[src/rtl/ldc_consts.vh]
`ifndef LDC_CONSTS_VH
`define LDC_CONSTS_VH
// register addresses on the configuration port
`define LDC_ADDR_REGULATOR_MODE 4'h4
`define LDC_ADDR_DRIVER_CURRENT_LIMIT 4'h5
`define LDC_ADDR_LINE_CONTROL 4'h6
`define LDC_ADDR_DRIVER_CONFIGURATION 4'h7
// implemented bits per register
`define LDC_MASK_REGULATOR_MODE 8'h0F
`define LDC_MASK_DRIVER_CURRENT_LIMIT 8'hFF
`define LDC_MASK_LINE_CONTROL 8'hCD
`define LDC_MASK_DRIVER_CONFIGURATION 8'hFF
`define LDC_RESET_VALUE 8'h00
// field positions
`define LDC_BIT_SOFT_RESET 7
`define LDC_BIT_DCM 3
`define LDC_BIT_PFM 2
`define LDC_BIT_SPREAD 1
`define LDC_BIT_REG_OFF 0
`define LDC_BIT_LIMIT_OFF 5
`define LDC_BIT_AUTO_REENABLE 0
`define LDC_BIT_LOW_RAIL_OFF 7
`define LDC_BIT_WAKE_OFF 6
`define LDC_BIT_RX_OFF 3
`define LDC_BIT_RX_FILTER 2
`define LDC_BIT_DRIVE_LEVEL 0
`define LDC_BIT_PULLDOWN 5
`define LDC_BIT_PULLUP 4
`define LDC_BIT_LOW_SIDE 3
`define LDC_BIT_PUSH_PULL 2
`define LDC_BIT_POLARITY 1
`define LDC_BIT_DRIVER_EN 0
// regulator modes
`define LDC_REG_MODE_PWM 2'h0
`define LDC_REG_MODE_PFM 2'h1
`define LDC_REG_MODE_DCM 2'h2
// driver topologies
`define LDC_TOPO_PNP 2'h0
`define LDC_TOPO_NPN 2'h1
`define LDC_TOPO_PUSH_PULL 2'h2
// retry off-times in ms and cycles at 125 MHz
`define LDC_CLK_MHZ 125
`define LDC_OFF_TIME_0_MS 50
`define LDC_OFF_TIME_1_MS 100
`define LDC_OFF_TIME_2_MS 200
`define LDC_OFF_TIME_3_MS 500
`define LDC_MS_TO_CYCLES(ms) ((ms) * `LDC_CLK_MHZ * 1000)
`define LDC_SLEW_FORCED_SEL 2'h0
`endif

[src/rtl/ldc_regfile.v]
`timescale 1ns/1ps
`include "ldc_consts.vh"
// the four configuration registers with soft reset
module ldc_regfile (
  input wire i_mclk,
  input wire i_srst,
  input wire i_wr_en,
  input wire [3:0] i_addr,
  input wire [7:0] i_wdata,
  output reg [7:0] o_rdata,
  output reg [7:0] o_regulator_mode,
  output reg [7:0] o_driver_current_limit,
  output reg [7:0] o_line_control,
  output reg [7:0] o_driver_configuration
);
  wire soft_reset;
  // soft reset bit is never stored, it only clears the bank
  assign soft_reset = i_wr_en && (i_addr == `LDC_ADDR_REGULATOR_MODE) &&
                      i_wdata[`LDC_BIT_SOFT_RESET];

  always @(posedge i_mclk) begin
    if (i_srst || soft_reset) begin
      o_regulator_mode <= `LDC_RESET_VALUE;
      o_driver_current_limit <= `LDC_RESET_VALUE;
      o_line_control <= `LDC_RESET_VALUE;
      o_driver_configuration <= `LDC_RESET_VALUE;
    end else if (i_wr_en) begin
      // unused bits masked off so they read zero
      case (i_addr)
        `LDC_ADDR_REGULATOR_MODE: o_regulator_mode <= i_wdata & `LDC_MASK_REGULATOR_MODE;
        `LDC_ADDR_DRIVER_CURRENT_LIMIT: o_driver_current_limit <= i_wdata & `LDC_MASK_DRIVER_CURRENT_LIMIT;
        `LDC_ADDR_LINE_CONTROL: o_line_control <= i_wdata & `LDC_MASK_LINE_CONTROL;
        `LDC_ADDR_DRIVER_CONFIGURATION: o_driver_configuration <= i_wdata & `LDC_MASK_DRIVER_CONFIGURATION;
        default: ;
      endcase
    end
  end

  // registered read mux, unmapped addresses read zero
  always @(posedge i_mclk) begin
    if (i_srst) begin
      o_rdata <= 8'h00;
    end else begin
      case (i_addr)
        `LDC_ADDR_REGULATOR_MODE: o_rdata <= o_regulator_mode;
        `LDC_ADDR_DRIVER_CURRENT_LIMIT: o_rdata <= o_driver_current_limit;
        `LDC_ADDR_LINE_CONTROL: o_rdata <= o_line_control;
        `LDC_ADDR_DRIVER_CONFIGURATION: o_rdata <= o_driver_configuration;
        default: o_rdata <= 8'h00;
      endcase
    end
  end
endmodule

[src/rtl/ldc_retry_timer.v]
`timescale 1ns/1ps
`include "ldc_consts.vh"
// fault off-time counter for automatic driver re-enable
module ldc_retry_timer #(
  parameter [31:0] OFF_CYCLES_0 = `LDC_MS_TO_CYCLES(`LDC_OFF_TIME_0_MS),
  parameter [31:0] OFF_CYCLES_1 = `LDC_MS_TO_CYCLES(`LDC_OFF_TIME_1_MS),
  parameter [31:0] OFF_CYCLES_2 = `LDC_MS_TO_CYCLES(`LDC_OFF_TIME_2_MS),
  parameter [31:0] OFF_CYCLES_3 = `LDC_MS_TO_CYCLES(`LDC_OFF_TIME_3_MS)
) (
  input wire i_mclk,
  input wire i_srst,
  input wire i_fault,
  input wire i_auto_reenable,
  input wire [1:0] i_retry_off_time,
  output reg o_fault_off
);
  reg [31:0] count;

  function [31:0] off_cycles;
    input [1:0] sel;
    begin
      case (sel)
        2'h0: off_cycles = OFF_CYCLES_0;
        2'h1: off_cycles = OFF_CYCLES_1;
        2'h2: off_cycles = OFF_CYCLES_2;
        default: off_cycles = OFF_CYCLES_3;
      endcase
    end
  endfunction

  // fault latches the driver off; with retry it is released after the off-time
  always @(posedge i_mclk) begin
    if (i_srst) begin
      o_fault_off <= 1'b0;
      count <= 32'h0;
    end else if (i_fault) begin
      o_fault_off <= 1'b1;
      count <= off_cycles(i_retry_off_time);
    end else if (o_fault_off && i_auto_reenable) begin
      if (count <= 32'h1) begin
        o_fault_off <= 1'b0;
        count <= 32'h0;
      end else begin
        count <= count - 32'h1;
      end
    end
  end
endmodule

[src/rtl/ldc_line_driver_cfg.v]
`timescale 1ns/1ps
`include "ldc_consts.vh"
// Summary of operation
// - writing 1 to regulator-mode bit 7 resets all registers; bit self-clears
// - DCM bit selects DCM; otherwise PFM bit picks PFM or PWM
// - regulator-mode bit 1 enables spread-spectrum switching
// - regulator-mode bit 0 disables the buck regulator; default enabled
// - current-limit bits 7:6 select 50, 100, 200 or 250 mA
// - limit-disable bit turns limiting off and forces 380 ns slew
// - bits 4:3 select fault blanking 175us, 500us, 1ms or 5ms
// - bits 2:1 select retry off-time 50, 100, 200 or 500 ms
// - with autoretry, fault disables driver for off-time then re-enables
// - control bit 6 disables line wake-up detection
// - control bit 3 disables receive output, making it high impedance
// - control bit 2 enables the 1us receive glitch filter
// - control bit 0 drives the line output level
// - config bits 7:6 select slew; ignored while limiting disabled
// - config bit 5 enables line pull-down current
// - config bit 4 enables line pull-up current
// - push-pull when bit 2 set; else bit 3 picks NPN or PNP
// - config bit 1 sets line polarity: 0 inverted, 1 direct
// - config bit 0 enables the line driver; default disabled
module ldc_line_driver_cfg #(
  parameter [31:0] OFF_CYCLES_0 = `LDC_MS_TO_CYCLES(`LDC_OFF_TIME_0_MS),
  parameter [31:0] OFF_CYCLES_1 = `LDC_MS_TO_CYCLES(`LDC_OFF_TIME_1_MS),
  parameter [31:0] OFF_CYCLES_2 = `LDC_MS_TO_CYCLES(`LDC_OFF_TIME_2_MS),
  parameter [31:0] OFF_CYCLES_3 = `LDC_MS_TO_CYCLES(`LDC_OFF_TIME_3_MS)
) (
  input wire i_mclk,
  input wire i_srst,
  input wire i_wr_en,
  input wire [3:0] i_addr,
  input wire [7:0] i_wdata,
  input wire i_driver_fault,
  output wire [7:0] o_rdata,
  output reg [1:0] o_regulator_mode,
  output reg o_regulator_spread_en,
  output reg o_regulator_off,
  output reg [1:0] o_limit_level,
  output reg o_limit_off,
  output reg [1:0] o_fault_blank_time,
  output reg o_low_rail_regulator_off,
  output reg o_wake_detect_off,
  output reg o_receive_output_off,
  output reg o_receive_glitch_filter_en,
  output reg o_line_drive_level,
  output reg [1:0] o_line_slew_sel,
  output reg o_line_pulldown_en,
  output reg o_line_pullup_en,
  output reg [1:0] o_topology,
  output reg o_line_polarity_sel,
  output reg o_line_driver_en,
  output reg o_driver_fault_off
);
  wire [7:0] regulator_mode;
  wire [7:0] driver_current_limit;
  wire [7:0] line_control;
  wire [7:0] driver_configuration;
  wire fault_off;
  reg [1:0] next_regulator_mode;
  reg [1:0] next_topology;

  ldc_regfile u_regs (
    .i_mclk(i_mclk),
    .i_srst(i_srst),
    .i_wr_en(i_wr_en),
    .i_addr(i_addr),
    .i_wdata(i_wdata),
    .o_rdata(o_rdata),
    .o_regulator_mode(regulator_mode),
    .o_driver_current_limit(driver_current_limit),
    .o_line_control(line_control),
    .o_driver_configuration(driver_configuration)
  );

  ldc_retry_timer #(
    .OFF_CYCLES_0(OFF_CYCLES_0),
    .OFF_CYCLES_1(OFF_CYCLES_1),
    .OFF_CYCLES_2(OFF_CYCLES_2),
    .OFF_CYCLES_3(OFF_CYCLES_3)
  ) u_retry (
    .i_mclk(i_mclk),
    .i_srst(i_srst),
    .i_fault(i_driver_fault),
    .i_auto_reenable(driver_current_limit[`LDC_BIT_AUTO_REENABLE]),
    .i_retry_off_time(driver_current_limit[2:1]),
    .o_fault_off(fault_off)
  );

  // regulator mode and topology decode
  always @* begin
    if (regulator_mode[`LDC_BIT_DCM])
      next_regulator_mode = `LDC_REG_MODE_DCM;
    else if (regulator_mode[`LDC_BIT_PFM])
      next_regulator_mode = `LDC_REG_MODE_PFM;
    else
      next_regulator_mode = `LDC_REG_MODE_PWM;
    if (driver_configuration[`LDC_BIT_PUSH_PULL])
      next_topology = `LDC_TOPO_PUSH_PULL;
    else if (driver_configuration[`LDC_BIT_LOW_SIDE])
      next_topology = `LDC_TOPO_NPN;
    else
      next_topology = `LDC_TOPO_PNP;
  end

  // control outputs registered so each pin comes from a flop
  always @(posedge i_mclk) begin
    if (i_srst) begin
      o_regulator_mode <= `LDC_REG_MODE_PWM;
      o_regulator_spread_en <= 1'b0;
      o_regulator_off <= 1'b0;
      o_limit_level <= 2'h0;
      o_limit_off <= 1'b0;
      o_fault_blank_time <= 2'h0;
      o_low_rail_regulator_off <= 1'b0;
      o_wake_detect_off <= 1'b0;
      o_receive_output_off <= 1'b0;
      o_receive_glitch_filter_en <= 1'b0;
      o_line_drive_level <= 1'b0;
      o_line_slew_sel <= 2'h0;
      o_line_pulldown_en <= 1'b0;
      o_line_pullup_en <= 1'b0;
      o_topology <= `LDC_TOPO_PNP;
      o_line_polarity_sel <= 1'b0;
      o_line_driver_en <= 1'b0;
      o_driver_fault_off <= 1'b0;
    end else begin
      o_regulator_mode <= next_regulator_mode;
      o_regulator_spread_en <= regulator_mode[`LDC_BIT_SPREAD];
      o_regulator_off <= regulator_mode[`LDC_BIT_REG_OFF];
      o_limit_level <= driver_current_limit[7:6];
      o_limit_off <= driver_current_limit[`LDC_BIT_LIMIT_OFF];
      o_fault_blank_time <= driver_current_limit[4:3];
      o_low_rail_regulator_off <= line_control[`LDC_BIT_LOW_RAIL_OFF];
      o_wake_detect_off <= line_control[`LDC_BIT_WAKE_OFF];
      o_receive_output_off <= line_control[`LDC_BIT_RX_OFF];
      o_receive_glitch_filter_en <= line_control[`LDC_BIT_RX_FILTER];
      o_line_drive_level <= line_control[`LDC_BIT_DRIVE_LEVEL];
      // limit-off overrides the programmed slew
      o_line_slew_sel <= driver_current_limit[`LDC_BIT_LIMIT_OFF] ?
                         `LDC_SLEW_FORCED_SEL : driver_configuration[7:6];
      o_line_pulldown_en <= driver_configuration[`LDC_BIT_PULLDOWN];
      o_line_pullup_en <= driver_configuration[`LDC_BIT_PULLUP];
      o_topology <= next_topology;
      o_line_polarity_sel <= driver_configuration[`LDC_BIT_POLARITY];
      // a fault in off-time holds the driver off even if software enabled it
      o_line_driver_en <= driver_configuration[`LDC_BIT_DRIVER_EN] && !fault_off;
      o_driver_fault_off <= fault_off;
    end
  end
endmodule

[config.mk]
export PLATFORM = sky130hd
export DESIGN_NAME = ldc_line_driver_cfg
export DESIGN_NICKNAME = d
export VERILOG_FILES = /design/src/rtl/ldc_regfile.v /design/src/rtl/ldc_retry_timer.v /design/src/rtl/ldc_line_driver_cfg.v
export VERILOG_INCLUDE_DIRS = /design/src /design/src/rtl
export SDC_FILE = /design/constraint.sdc
export NUM_CORES = 1
export LEC_CHECK = 0
export BUFFER_PORTS_ARGS = -buffer_cell sky130_fd_sc_hd__buf_2
export CAP_MARGIN = 20
export CORE_ASPECT_RATIO = 0.75
export CORE_MARGIN = 5
export CORE_UTILIZATION = 57
export DETAILED_ROUTE_END_ITERATION = 8
export PLACE_DENSITY = 0.78
export SYNTH_ARGS = -nofsm -noshare
export SYNTH_HDL_FRONTEND = slang
export SYNTH_SLANG_ARGS = --single-unit
[constraint.sdc]
create_clock -name i_mclk -period 2.7 [get_ports i_mclk]
set_input_delay 0.27 -clock i_mclk [delete_from_list [all_inputs] [get_ports i_mclk]]
set_output_delay 0.27 -clock i_mclk [all_outputs]
set_load 0.03 [all_outputs]
==> run_results.csv <==
group,metric,value,unit
timing,setup_slack,0.341,ns
synth,ys_types,56,
clock_network,cts_root_buf,"clkbuf_8",
critical_path,crit_type,"flip-flop to flip-flop",
timing,period_share,87.4,%
synth,syn_inst,413,
routing,drc,0,
final_layout,fin_cells,550,
routing,vias,3292,
timing,finClkSkew,0.00973,ns
placement,pre_cts_ws,0.321,ns
synth,yosys-top-cells-area,"dfxtp_1 46%, mux2i_1 7.7%, nor2_1 6.1%, nor2b_1 3.4%, a21oi_1 2.6%",
clock_network,clock_path_buffers,2,
timing,hold_violations,0,
critical_path,reg2reg_to,"u_retry.count[17]",
floorplan,io_pins,47,
final_layout,n_antenna_cell,0,
floorplan,dieWidth,105,um
critical_path,reg2reg_from,"u_retry.count[21]",
timing,fin_crit,2.36,ns
grt,grt_overflow,0,
clock_network,cts_hold_buf,0,
routing,via_per_inst,5.99,
clock_network,cts_htree_levels,3,
worst_hold_path,worstHoldStart,"i_wdata[5]",
synth,synth_seq_cells,89,
grt,grt_pass1_vias,3147,
routing,drt-total-wl,9200,um
synth,synth_top_area_cell,"dfxtp_1",
worst_hold_path,worstHoldPathCells,3,
routing,wire_per_inst,16.7,um
critical_path,rr_worst_depth,5,
critical_path,endpoint_kind,"flip-flop",
floorplan,initial_core_util,57.9,%
synth,synth_nets,431,
placement,dp.cells,534,
timing,setup_tns,0,ns
final_layout,syn_to_final_growth,13.5,%
power_and_ir_drop,power_density,613,nW/um^2
grt,grt_antenna_before_repair,0,
critical_path,ff2ff_setup_slack,0.34,ns
critical_path,crit_required,2.93,ns
power_and_ir_drop,peakVddDrop,0.303,mV
clock_network,numCtsBuffers,9,
floorplan,die_h,81.4,um
floorplan,row_count,26,
worst_hold_path,hold_end,"u_regs.o_driver_configuration[5]",
critical_path,cp_data_arrival_time,2.58,ns
final_layout,final_layout_size_suffix_gt1_share,20.6,%
grt,grt_usage,22.5,%
final_layout,fill_cells,552,
final_layout,nets,479,
floorplan,dieArea,8570,sq um
timing,finalSetupViolations,0,
clock_network,ctsResizeCount,0,
synth,synth_edf_count,0,
final_layout,multiInputGateArea,1940,sq um
critical_path,worstPathMaxFanout,16,
grt,grt_max_degree,26,
critical_path,start_kind,"flip-flop",
clock_network,cts_tree,"done",
synth,synth_top_area_share,45.9,%
routing,drtPass1Iterations,7,
synth,synthArstFlopShare,0,%
floorplan,core,6700,sq um
synth,yosys_warnings,0,
timing,fmax,424,MHz
power_and_ir_drop,p_leak,0.00175,uW
synth,yosys_most_used_dff,"dfxtp_1",
timing,rsz0062_at_grt,"no",
placement,dp_hpwl,6380,um
timing,relSlewSlack,53.7,%
clock_network,clock_latency,0.37,ns
run_status,status,"finished, final reports clean",
synth,syn_avg_cell_area,9.39,sq um
clock_network,clk_pin_slew,0.09,ns
clock_network,cts_sinks,89,
timing,maxSlewViolCount,0,
final_layout,ff_latch_area,1780,sq um
synth,syn_area,3880,sq um
synth,synth-seq-area-share,45.9,%
routing,drt_iter0_drc,291,
clock_network,post_cts_buffers,0,
run,drv_cap,0,
worst_hold_path,hold_class,"input port to flip-flop",
placement,port_buffers,46,
placement,place_congestion,0.907,
routing,postRouteAntennaNets,0,
timing,worst_pin_slew,0.690,ns
grt,grt_pass1_wl,15400,um
critical path, stage by stage, from the launching register on:
cell     delay (ns)
dfxtp_1        0.36
or4_1          0.66
nor4_4         0.33
nand2_2        0.12
o31ai_4        0.55
o22ai_1        0.19
metrics by stage:
stage | hold slack (ns) | total power, uW | cell area (sq um) | util [%]
global route | 0.177 | 2800 | 4400 | 65.7
floorplan | 0.414 | 1610 | 3880 | -
CTS | 0.153 | 2710 | 4400 | 65.7
finish | 0.160 | 2700 | 4400 | 65.7
detailed placement | 0.467 | 1680 | 4180 | 62.3
global placement | 0.469 | 1670 | 4180 | 62.3
worst max-delay path by stage:
stage | start | endpoint | slack [ns] | depth (start not counted)
6_report | u_retry.count[21] | u_retry.count[17] | 0.34 | 5
5_1_grt | u_retry.count[21] | u_retry.count[23] | 0.20 | 5
4_1_cts | u_retry.count[21] | u_retry.count[23] | 0.30 | 5
3_5_place_dp | u_retry.count[21] | u_retry.count[23] | 0.32 | 5
3_3_place_gp | u_retry.count[21] | u_retry.count[15] | 0.45 | 5
2_1_floorplan | u_retry.count[21] | u_retry.count[22] | 0.73 | 7
cell usage after synthesis, drive strengths merged (4+ instances only):
cell,count
mux2,5
inv,8
nand4,9
o31ai,4
xnor2,10
clkbuf,13
o21ai,10
nor2b,21
nor4,10
a21oi,20
nand3,8
dfxtp,89
nor3b,7
buf,8
xor2,5
o22ai,6
nor2,63
a211oi,4
a22oi,4
a31oi,6
nor3,20
nand2,17
mux2i,30
logic make-up (layout without fill, tap and decap cells):
kind of cell | Yosys count | count (layout) | share of synthesized area (%)
AO/OA/AOI/OAI | 65 | 65 | 11.4
XOR/XNOR | 15 | 15 | 3.39
adder cells (fa/ha/maj) | 2 | 2 | 0.645
buffers and inverters | 29 | 82 | 4.10
flip-flops | 89 | 89 | 45.9
multiplexers | 36 | 36 | 9.77
AND/OR/NAND/NOR | 177 | 177 | 24.8
flip-flops by register name (all words and copies together) (netlist names), 4 cells and up:
signal                         cells
u_regs.o_driver_configuration      8
u_regs.o_driver_current_limit      8
u_regs.o_line_control              5
u_regs.o_rdata                     8
u_regs.o_regulator_mode            4
u_retry.count                     32
power by group:
group          leakage [uW]  switching (uW)  internal, uW
clock              0.000113             501           536
sequential         0.000723            34.4          1340
combinational      0.000912             179           106
total               0.00175             714          1980
cell usage in the layout, fill, tap and decap left out, types with 12 or more instances in the layout:
cell type	synthesis	routed
a21oi_1	20	20
buf_2	4	46
buf_4	0	12
dfxtp_1	89	89
mux2i_1	30	30
nand2_1	16	16
nor2_1	63	63
nor2b_1	21	21
nor3_1	19	19
layer usage:
layer | GRT usage, % | wire length [um] | share of wire [%]
met1 | 30.0 | 4000 | 43
met2 | 34.2 | 4080 | 44
met3 | 5.97 | 817 | 8.9
met4 | 10.6 | 306 | 3.3
met5 | 0 | 0 | 0
final cells by class:
| cell class | instances | share of cell area (%) |
|---|---|---|
| multi-input cells | 295 | 44.0 |
| flip-flops and latches | 89 | 40.5 |
| repair buffers | 58 | 7.28 |
| clock buffers | 10 | 2.90 |
| well taps | 84 | 2.39 |
| clock inverters | 6 | 2.22 |
| inverters | 8 | 0.682 |
Note: power is estimated with default switching activity, not from simulation.
